## src/core/ipll_defines.vh

```
/*
 Holds the constants of the integer synthesizer digital core: serial word
 layout, diagnostic select codes and the lock filter timing.
 Assumes it is included by its bare name from the core modules.
*/
`ifndef IPLL_DEFINES_VH
`define IPLL_DEFINES_VH

// ==========================================================================
// Widths
// ==========================================================================
`define IPLL_PRI_W 20
`define IPLL_AUX_W 8
`define IPLL_M_W 9
`define IPLL_A_W 4
`define IPLL_R_W 6

// ==========================================================================
// Primary word field positions (LSB of each field)
// ==========================================================================
`define IPLL_R_LSB 0
`define IPLL_M_LSB 6
`define IPLL_A_LSB 15

// ==========================================================================
// Auxiliary word fields and diagnostic select codes
// ==========================================================================
`define IPLL_DSEL_LSB 0
`define IPLL_DSEL_W 2
`define IPLL_DSEL_OFF 2'h0
`define IPLL_DSEL_MAIN 2'h1
`define IPLL_DSEL_REF 2'h2
`define IPLL_DSEL_MOD 2'h3

// ==========================================================================
// Reset values
// ==========================================================================
`define IPLL_PRI_RST 20'h00000
`define IPLL_AUX_RST 8'h00

// ==========================================================================
// Timing
// ==========================================================================
`define IPLL_CLK_PERIOD_NS 8
`define IPLL_LOCK_TIME_NS 1000
`define IPLL_LOCK_CYCLES ((`IPLL_LOCK_TIME_NS + `IPLL_CLK_PERIOD_NS - 1) / `IPLL_CLK_PERIOD_NS)
`define IPLL_LOCK_CNT_W 12

`endif

```

## src/core/ipll_phase_cmp.v

```verilog
/*
 Holds the three-state phase frequency comparator.
 Assumes one-cycle edge events from the divided reference and divided VCO,
 both already in the i_clk domain.
*/
`timescale 1ns/1ps

module ipll_phase_cmp (
  input wire i_clk,
  input wire i_sys_rst,
  input wire i_ref_evt,
  input wire i_vco_evt,
  output reg o_up,
  output reg o_down
);

  // ========================================================================
  // Comparator state
  // ========================================================================
  reg up_next;
  reg down_next;

  always @* begin
    up_next = o_up;
    down_next = o_down;
    if (i_ref_evt && i_vco_evt) begin
      up_next = 1'b0;
      down_next = 1'b0;
    end else if (i_vco_evt) begin
      // A VCO edge either ends a pending lag or starts a lead.
      if (o_down) begin
        down_next = 1'b0;
      end else begin
        up_next = 1'b1;
      end
    end else if (i_ref_evt) begin
      if (o_up) begin
        up_next = 1'b0;
      end else begin
        down_next = 1'b1;
      end
    end
  end

  always @(posedge i_clk) begin
    if (i_sys_rst) begin
      o_up <= 1'b0;
      o_down <= 1'b0;
    end else begin
      o_up <= up_next;
      o_down <= down_next;
    end
  end

endmodule // ipll_phase_cmp

```

## src/core/ipll_core.v

```verilog
/*
 Holds the digital core of an integer-N synthesizer: interface mode select,
 serial load path, reference and main dividers with swallow control, phase
 comparator output select, lock detection and the diagnostic output.
 Assumes every pin input is asynchronous to i_clk; the serial clock and the
 prescaler output are sampled and edge-detected here, so each must stay
 high and low for at least two i_clk periods.
*/
`timescale 1ns/1ps
`include "ipll_defines.vh"

module ipll_core #(
  parameter LOCK_CYCLES = `IPLL_LOCK_CYCLES
) (
  input wire i_clk,
  input wire i_sys_rst,
  input wire i_ser_clk,
  input wire i_ser_data,
  input wire i_reg_sel,
  input wire i_freq_load,
  input wire i_direct_mode,
  input wire i_pump_output_select,
  input wire i_feature_mode_n,
  input wire [`IPLL_M_W-1:0] i_main_pins,
  input wire [`IPLL_A_W-1:0] i_swallow_pins,
  input wire [`IPLL_R_W-1:0] i_ref_pins,
  input wire i_ref_in,
  input wire i_prescaler_in,
  output reg o_pump_up,
  output reg o_pump_down,
  output reg o_phase_up_n,
  output reg o_phase_down_n,
  output reg o_lock_filter_node,
  output wire o_lock_indicator,
  output reg o_lock_indicator_oe_n,
  output reg o_modulus_select,
  output reg o_diag_out
);

  // ========================================================================
  // Input synchronisers and edge detection
  // ========================================================================
  localparam SYNC_W = 9 + `IPLL_M_W + `IPLL_A_W + `IPLL_R_W;
  localparam [`IPLL_LOCK_CNT_W-1:0] LOCK_MAX = LOCK_CYCLES;
  localparam [`IPLL_LOCK_CNT_W-1:0] LOCK_STEP = 1;
  localparam [`IPLL_R_W-1:0] REF_STEP = 1;
  localparam [`IPLL_M_W-1:0] MAIN_STEP = 1;

  reg [SYNC_W-1:0] sync1_reg;
  reg [SYNC_W-1:0] sync2_reg;
  reg ser_clk_prev_reg;
  reg freq_load_prev_reg;
  reg ref_prev_reg;
  reg vco_prev_reg;

  always @(posedge i_clk) begin
    if (i_sys_rst) begin
      sync1_reg <= {SYNC_W{1'b0}};
      sync2_reg <= {SYNC_W{1'b0}};
    end else begin
      sync1_reg <= {i_ser_clk, i_ser_data, i_reg_sel, i_freq_load, i_direct_mode,
        i_pump_output_select, i_feature_mode_n, i_ref_in, i_prescaler_in,
        i_main_pins, i_swallow_pins, i_ref_pins};
      sync2_reg <= sync1_reg;
    end
  end

  wire [`IPLL_R_W-1:0] ref_pins_s = sync2_reg[`IPLL_R_W-1:0];
  wire [`IPLL_A_W-1:0] swallow_pins_s = sync2_reg[`IPLL_R_W +: `IPLL_A_W];
  wire [`IPLL_M_W-1:0] main_pins_s = sync2_reg[`IPLL_R_W+`IPLL_A_W +: `IPLL_M_W];
  wire prescaler_s = sync2_reg[SYNC_W-9];
  wire ref_s = sync2_reg[SYNC_W-8];
  wire feature_mode_n_s = sync2_reg[SYNC_W-7];
  wire pump_sel_s = sync2_reg[SYNC_W-6];
  wire direct_mode_s = sync2_reg[SYNC_W-5];
  wire freq_load_s = sync2_reg[SYNC_W-4];
  wire reg_sel_s = sync2_reg[SYNC_W-3];
  wire ser_data_s = sync2_reg[SYNC_W-2];
  wire ser_clk_s = sync2_reg[SYNC_W-1];

  always @(posedge i_clk) begin
    if (i_sys_rst) begin
      ser_clk_prev_reg <= 1'b0;
      freq_load_prev_reg <= 1'b0;
      ref_prev_reg <= 1'b0;
      vco_prev_reg <= 1'b0;
    end else begin
      ser_clk_prev_reg <= ser_clk_s;
      freq_load_prev_reg <= freq_load_s;
      ref_prev_reg <= ref_s;
      vco_prev_reg <= prescaler_s;
    end
  end

  wire ser_clk_rise = ser_clk_s & ~ser_clk_prev_reg;
  wire freq_load_rise = freq_load_s & ~freq_load_prev_reg;
  wire ref_rise = ref_s & ~ref_prev_reg;
  wire vco_rise = prescaler_s & ~vco_prev_reg;

  // ========================================================================
  // Serial load path
  // ========================================================================
  reg [`IPLL_PRI_W-1:0] pri_shift_reg;
  reg [`IPLL_AUX_W-1:0] aux_shift_reg;
  reg [`IPLL_PRI_W-1:0] freq_active_reg;

  always @(posedge i_clk) begin
    if (i_sys_rst) begin
      pri_shift_reg <= `IPLL_PRI_RST;
      aux_shift_reg <= `IPLL_AUX_RST;
      freq_active_reg <= `IPLL_PRI_RST;
    end else begin
      if (ser_clk_rise && !reg_sel_s) begin
        // First bit in ends up in bit 0 after a full word.
        pri_shift_reg <= {ser_data_s, pri_shift_reg[`IPLL_PRI_W-1:1]};
      end
      if (ser_clk_rise && reg_sel_s) begin
        aux_shift_reg <= {ser_data_s, aux_shift_reg[`IPLL_AUX_W-1:1]};
      end
      if (freq_load_rise) begin
        freq_active_reg <= pri_shift_reg;
      end
    end
  end

  // ========================================================================
  // Counter value select
  // ========================================================================
  wire [`IPLL_M_W-1:0] main_val = direct_mode_s ? main_pins_s :
    freq_active_reg[`IPLL_M_LSB +: `IPLL_M_W];
  wire [`IPLL_A_W-1:0] swallow_val = direct_mode_s ? swallow_pins_s :
    freq_active_reg[`IPLL_A_LSB +: `IPLL_A_W];
  wire [`IPLL_R_W-1:0] ref_val = direct_mode_s ? ref_pins_s :
    freq_active_reg[`IPLL_R_LSB +: `IPLL_R_W];
  wire [`IPLL_DSEL_W-1:0] diag_sel = feature_mode_n_s ? `IPLL_DSEL_OFF :
    aux_shift_reg[`IPLL_DSEL_LSB +: `IPLL_DSEL_W];

  // ========================================================================
  // Reference and main dividers
  // ========================================================================
  reg [`IPLL_R_W-1:0] ref_cnt_reg;
  reg [`IPLL_M_W-1:0] main_cnt_reg;
  reg ref_div_reg;
  reg main_div_reg;

  always @(posedge i_clk) begin
    if (i_sys_rst) begin
      ref_cnt_reg <= {`IPLL_R_W{1'b0}};
      main_cnt_reg <= {`IPLL_M_W{1'b0}};
      ref_div_reg <= 1'b0;
      main_div_reg <= 1'b0;
      o_modulus_select <= 1'b0;
    end else begin
      ref_div_reg <= 1'b0;
      main_div_reg <= 1'b0;
      if (ref_rise) begin
        if (ref_cnt_reg >= ref_val) begin
          ref_cnt_reg <= {`IPLL_R_W{1'b0}};
          ref_div_reg <= 1'b1;
        end else begin
          ref_cnt_reg <= ref_cnt_reg + REF_STEP;
        end
      end
      if (vco_rise) begin
        if (main_cnt_reg >= main_val) begin
          main_cnt_reg <= {`IPLL_M_W{1'b0}};
          main_div_reg <= 1'b1;
        end else begin
          main_cnt_reg <= main_cnt_reg + MAIN_STEP;
        end
      end
      // The higher modulus holds for the first swallow-count cycles.
      o_modulus_select <= ({{(`IPLL_M_W-`IPLL_A_W){1'b0}}, swallow_val} >
        main_cnt_reg);
    end
  end

  // ========================================================================
  // Phase comparator and output select
  // ========================================================================
  wire cmp_up;
  wire cmp_down;

  ipll_phase_cmp u_phase_cmp (
    .i_clk(i_clk),
    .i_sys_rst(i_sys_rst),
    .i_ref_evt(ref_div_reg),
    .i_vco_evt(main_div_reg),
    .o_up(cmp_up),
    .o_down(cmp_down)
  );

  reg [`IPLL_LOCK_CNT_W-1:0] lock_cnt_reg;
  reg filtered_reg;

  always @(posedge i_clk) begin
    if (i_sys_rst) begin
      o_pump_up <= 1'b0;
      o_pump_down <= 1'b0;
      o_phase_up_n <= 1'b1;
      o_phase_down_n <= 1'b1;
      o_lock_filter_node <= 1'b0;
      lock_cnt_reg <= {`IPLL_LOCK_CNT_W{1'b0}};
      filtered_reg <= 1'b1;
      o_lock_indicator_oe_n <= 1'b0;
      o_diag_out <= 1'b0;
    end else begin
      o_pump_up <= pump_sel_s & cmp_up;
      o_pump_down <= pump_sel_s & cmp_down;
      o_phase_up_n <= ~(~pump_sel_s & cmp_up);
      o_phase_down_n <= ~(~pump_sel_s & cmp_down);
      o_lock_filter_node <= ~((~cmp_up) & (~cmp_down));
      // The filter clears only after the node has stayed low long enough.
      if (o_lock_filter_node) begin
        lock_cnt_reg <= {`IPLL_LOCK_CNT_W{1'b0}};
        filtered_reg <= 1'b1;
      end else if (lock_cnt_reg >= LOCK_MAX - LOCK_STEP) begin
        filtered_reg <= 1'b0;
      end else begin
        lock_cnt_reg <= lock_cnt_reg + LOCK_STEP;
      end
      o_lock_indicator_oe_n <= ~filtered_reg;
      case (diag_sel)
        `IPLL_DSEL_MAIN: o_diag_out <= main_div_reg;
        `IPLL_DSEL_REF: o_diag_out <= ref_div_reg;
        `IPLL_DSEL_MOD: o_diag_out <= o_modulus_select;
        default: o_diag_out <= 1'b0;
      endcase
    end
  end

  assign o_lock_indicator = 1'b0;

endmodule // ipll_core

```

## config.mk

```make
export PLATFORM = sky130hd
export DESIGN_NAME = ipll_core
export DESIGN_NICKNAME = d
export VERILOG_FILES = /design/src/core/ipll_phase_cmp.v /design/src/core/ipll_core.v
export VERILOG_INCLUDE_DIRS = /design/src /design/src/core
export SDC_FILE = /design/constraint.sdc
export NUM_CORES = 1
export LEC_CHECK = 0
export BUFFER_PORTS_ARGS = -buffer_cell sky130_fd_sc_hd__buf_2
export CAP_MARGIN = 20
export CORE_ASPECT_RATIO = 0.9
export CORE_UTILIZATION = 35
export DETAILED_ROUTE_END_ITERATION = 6
export PLACE_DENSITY = 0.51
export RECOVER_POWER = 100
export SLEW_MARGIN = 20
export SYNTH_ARGS = -nofsm -noshare
export SYNTH_HDL_FRONTEND = slang
export SYNTH_SLANG_ARGS = --single-unit
export TNS_END_PERCENT = 100
```

## constraint.sdc

```tcl
create_clock -name i_clk -period 3.46 [get_ports i_clk]
set_input_delay 0 -clock i_clk [delete_from_list [all_inputs] [get_ports i_clk]]
set_output_delay 0 -clock i_clk [all_outputs]
set_load 0.03 [all_outputs]
```

Yosys cells after proc, flatten, opt, wreduce, memory -nomap -nowiden
Cells that the tools add are included.

word-level totals
  word-level logic and storage cells = 82
  input bits = 30
  output and inout bits = 9
  register bits = 147

operators by class
  reduce and logical (&&, ||, !) cells = 12
  bitwise logic cells = 22
  eq/ne operators = 4
  muxes and demuxes = 12
  order comparisons = 4
  $add $sub $neg = 3

operators by type and width
  operator                                                                               number
  9-bit two-way mux                                                                      2
  1-bit inverter                                                                         13
  12-bit by 1-bit adder with 12-bit output (second input constant)                       1
  12-bit by 7-bit greater-or-equal comparator with 1-bit output (second input constant)  1
  6-bit two-way mux                                                                      2
  9-bit by 1-bit adder with 9-bit output (second input constant)                         1
  1-bit bitwise AND                                                                      9
  9-bit greater-or-equal comparator                                                      1
  4-bit by 9-bit > comparator with 1-bit output                                          1
  2-bit OR reduction                                                                     4
  6-bit by 1-bit adder with 6-bit output (second input constant)                         1
  6-bit greater-or-equal comparator                                                      1
  1-bit two-way mux                                                                      5
  2-bit equality test (second input constant)                                            2
  4-bit two-way mux                                                                      1
  2-bit AND reduction                                                                    2
  1-bit logical AND                                                                      3
  1-bit one-hot mux with 3 select lines                                                  1
  3-bit OR reduction                                                                     1
  2-bit by 1-bit equality test with 1-bit output (second input constant)                 1
  2-bit two-way mux                                                                      1
  2-bit inequality test (second input constant)                                          1
  2-bit nonzero test                                                                     1
  1-bit zero test                                                                        1

Longest topological paths before layout
  depth after elaboration = 4
  depth in mapped cells = 8

Cells and area by module
A second synthesis with hierarchy kept.

second synthesis, totals
  cells, all modules = 571
  area, all modules = 5545.3 µm²

by module, submodules not included
  module          cells an instance  times used  sequential area each (µm²)  area an instance (µm²)
  ipll_core       563                1           2902.8                      5470.2
  ipll_phase_cmp  8                  1           40.0                        75.1

Least setup slack after synthesis
No wires, ideal clock.

  path type = register to register
  start point = register sync2_reg[23]
  end point = register main_cnt_reg[2]
  path slack = 1.006 ns
  data required time = 3.354 ns
  cell stages (with the launch flop) = 8
  data arrival time = 2.348 ns
  library setup time = 0.106 ns
  cells stage by stage = dfxtp_1 -> clkbuf_1 -> buf_2 -> mux2i_1 -> ha_1 -> a41oi_1 -> o211ai_1 -> o311ai_0

on the way
  longest elaborated chain between the ends = 3

RTL lines
  element                            line             source
  from (decl)                        ipll_core.v:50   reg [SYNC_W-1:0] sync2_reg;
  from (signal assigned)             ipll_core.v:59   sync2_reg <= {SYNC_W{1'b0}};
  from (signal assigned)             ipll_core.v:64   sync2_reg <= sync1_reg;
  9-bit two-way mux                  ipll_core.v:129  wire [`IPLL_M_W-1:0] main_val = direct_mode_s ? main_pins_s :
  9-bit greater-or-equal comparator  ipll_core.v:165  if (main_cnt_reg >= main_val) begin
  9-bit two-way mux                  ipll_core.v:165
  to (signal assigned)               ipll_core.v:149  main_cnt_reg <= {`IPLL_M_W{1'b0}};
  to (signal assigned)               ipll_core.v:166  main_cnt_reg <= {`IPLL_M_W{1'b0}};
  to (signal assigned)               ipll_core.v:169  main_cnt_reg <= main_cnt_reg + MAIN_STEP;
  to (decl)                          ipll_core.v:142  reg [`IPLL_M_W-1:0] main_cnt_reg;

Every way passes these cells.
A chain may end at the register's enable or synchronous reset.

Final worst setup path
  start point = input port i_sys_rst
  end point = register sync2_reg[23]

RTL lines
  element      line            source
  from (decl)  ipll_core.v:16  input wire i_sys_rst,

No word-level cell between the ends.

==> out/summary.md <==
Status
* **status** finished, violations left
* **failing checks** capacitance limit, slew limit

Synthesis
* **synth unique cells** 48
* **Main synth FF type** dfxtp_1
* **syn_nets** 623
* **share of synthesized registers carrying an async set or reset** 0
* **Avg Inst Size Synth** 9.698 sq um
* **most common library cells after synthesis** dfxtp_1, nand2_1, nor2b_1
* **Synth Register Bits** 147
* **cell type with the largest total area after synthesis** dfxtp_1
* **synthesized area** 0.005528 sq mm
* **most used standard cell by instance count after synthesis** dfxtp_1
* **Syn Inst Count** 570
* **cells taking the most area after synthesis** dfxtp_1, nor2b_1, nand2_1
* **share of the synthesized area in the top cell type** 0.5324
* **count of warnings emitted by yosys** 0
* **number of synthesized flops with an enable pin** 0
* **post-synthesis sequential area ratio** 0.5324

Worst hold path
* **worst hold path class** input pin to register
* **startpoint of the lowest-slack hold path** i_sys_rst

Clock tree
* **clock-pin transition on the worst setup and hold timing paths** 0.06 ns
* **cell at the root of the clock tree** clkbuf_16
* **Post-CTS Resized** 0
* **postcts setup bufs** 0
* **later-pin clock latency in the skew report** 0.43 ns
* **clock buffer count from CTS** 17
* **CTS Sinks** 147
* **maximum number of buffers from clock root to sink** 2
* **H-tree depth** 4
* **CTS Hold Bufs** 28
* **clock tree from TritonCTS** yes

Floorplanning
* **Die Span X** 134.5 um
* **starting density of the core** 0.3580
* **IO Count** 39
* **die outline area** 0.01630 sq mm
* **num rows** 43
* **core box area** 0.01544 sq mm
* **vertical extent of the die** 121.2 um

Power
* **share of total power in the clock network** 0.510
* **Net Switching** 0.7849 mW
* **Combinational Power Share** 0.039
* **Power Density** 575.1 mW/mm^2
* **total power** 3.884 mW
* **Int Power** 3.099 mW
* **proportion of power drawn by flip-flops and latches** 0.450
* **sw frac** 0.2021
* **leakage power** 2.581 nW
* **largest vdd supply drop** 0.0003521 V

Place
* **cell total after placement** 783
* **DPL Wire Length** 7024 um
* **number of buffers added on ports** 37
* **final weighted congestion in routability-driven placement** 0.7969

Setup path
* **CP startpoint** i_sys_rst
* **highest cell delay on the worst timing path** 1.90 ns
* **timing endpoint of the critical path** sync2_reg[23]
* **cells on worst reg2reg path** 3
* **category of the critical setup timing path** input pin to register
* **CP max-delay cell** clkbuf_1
* **Worst R2R Setup Slack** 0.95 ns
* **critical path required time** 3.63 ns
* **endpoint arrival time on the critical path** 2.71 ns
* **endpoint of the lowest-slack register-to-register path** pri_shift_reg[12]
* **endpoint class of the critical path** register
* **startpoint class of the critical path** input pin
* **Crit Path Max Fanout** 78
* **CP Cell Sequence** buf_4, clkbuf_1, nor2b_1
* **beginning of the worst register-to-register path** sync2_reg[27]

Global routing
* **global-route wire length before repair** 18160 um
* **via count of the first global-routing pass** 3855
* **initial antenna violation count** 0
* **total global-route track usage** 0.1463
* **largest net degree at the start of global routing** 79
* **grt ovf** 0

Layout
* **fraction of layout cells with a size suffix above 1** 0.1156
* **core utilization of the finished layout** 0.4373
* **Nets** 681
* **antenna diode count** 0
* **Non-Filler Instances** 842
* **layout overhead on the synthesized area** 22.16%

Timing
* **max-slew violation count** 85
* **maximum clock frequency** 393.6 MHz
* **post-route fraction of the period consumed by the critical path** 0.7342
* **minimum period implied by the final worst setup slack** 2.540 ns
* **final setup vio count** 0
* **unrepaired setup endpoints after global routing** false
* **sum of negative setup slack** 0 ns
* **slew at the pin with the worst max-slew slack** 2.591 ns
* **Post-Route Skew** 0.01172 ns
* **worst rel slew slack** -0.7273
* **number of hold violations in the final report** 0

Drt
* **drt via density** 4.708
* **wire length per cell** 12.83 um
* **number of DRC markers after the initial detailed-route iteration** 153
* **final wirelength** 10800 um
* **total DRC errors in the routed layout** 0
* **ANT nets after route** 0
* **number of vias after detailed routing** 3964
* **Pre-Repair DR Iteration Count** 4

Flow run
* **number of violations of the max-capacitance limit** 2

layout make-up:
class | count | area [sq um]
timing repair buffer | 68 | 476.7
clock inverter | 9 | 150.1
inverter | 13 | 48.80
clock buffer | 22 | 494.2
fill | 1499 | 8688
sequential | 147 | 2943
tap | 202 | 252.7
multi-input combinational | 381 | 2387
per-layer routing:
metal,part of all wire,vias to the layer above,GRT usage
met5,0,-,0
met4,0.013,0,0.06180
met3,0.044,13,0.05430
met2,0.47,68,0.2312
met1,0.48,1855,0.1785
li1,-,2028,-
kinds of logic (layout without fill, tap and decap cells):
family          after synthesis  after routing  share of synthesized area
compound gates               86             86                     0.1010
xor+xnor                     11             11                    0.01743
fa+ha+maj                    23             23                    0.05206
buf+inv                      42            112                    0.02943
flops                       147            147                     0.5324
mux                          31             31                    0.05749
other cells                   1              1                  0.0006784
simple gates                229            229                     0.2096
placed cells by master, fill, tap and decap left out, types with 3 or more instances in the layout:
cell type      instances
a211oi_1              13
xnor2_1                7
mux2_2                 6
nand3_1                3
clkinv_2               3
nand4_1                5
nand3b_1               3
mux2i_1               25
dfxtp_1              147
o21a_1                 3
a21o_1                 3
and2_1                 4
buf_4                  3
nor2_1                21
nor2b_1               64
nand2b_1               5
clkbuf_16             17
xor2_1                 4
and3_1                 3
nor3b_1                4
or3_1                  5
a21oi_1               52
o2111ai_1              4
nor3_1                 6
nand2_1               94
clkbuf_8               5
inv_1                 13
ha_1                  23
clkbuf_1               9
buf_2                 28
nor4_1                 3
dlygate4sd3_1         28
bufinv_16              4
per-stage QoR:
| stage | instance area (sq um) | setup WS (ns) | hold WS, ns |
|---|---|---|---|
| 3_5_place_dp | 5901 | 1.012 | 0.2126 |
| 3_3_place_gp | 5894 | 1.112 | 0.2086 |
| 4_1_cts | 6825 | 0.9903 | 0.1556 |
| 2_1_floorplan | 5528 | 1.006 | 0.1282 |
| 5_1_grt | 6753 | 0.4119 | 0.1709 |
| 6_report | 6753 | 0.9196 | 0.1048 |
power groups by stage:
stage / Sequential, mW / Clock [mW] / Combinational [mW]
floorplan: 1.78 / 0 / 0.0945
global placement: 1.79 / 0 / 0.132
detailed placement: 1.79 / 0 / 0.135
CTS: 1.75 / 2.03 / 0.160
global route: 1.75 / 2.10 / 0.172
finish: 1.75 / 1.98 / 0.153
critical path, delay by kind of cell:
| family | cells | cell delay [ns] |
|---|---|---|
| and+or+nand+nor | 1 | 0.23 |
| buffers and inverters | 2 | 2.46 |
how the worst min path moves through the flow:
stage                     to  cells past startpoint
2_1_floorplan   sync1_reg[0]                      1
3_3_place_gp    sync1_reg[6]                      2
3_5_place_dp   sync1_reg[11]                      2
4_1_cts         ref_prev_reg                      2
5_1_grt         sync1_reg[1]                      2
6_report        ref_prev_reg                      2
No activity file was read; power rests on OpenSTA's default activity.
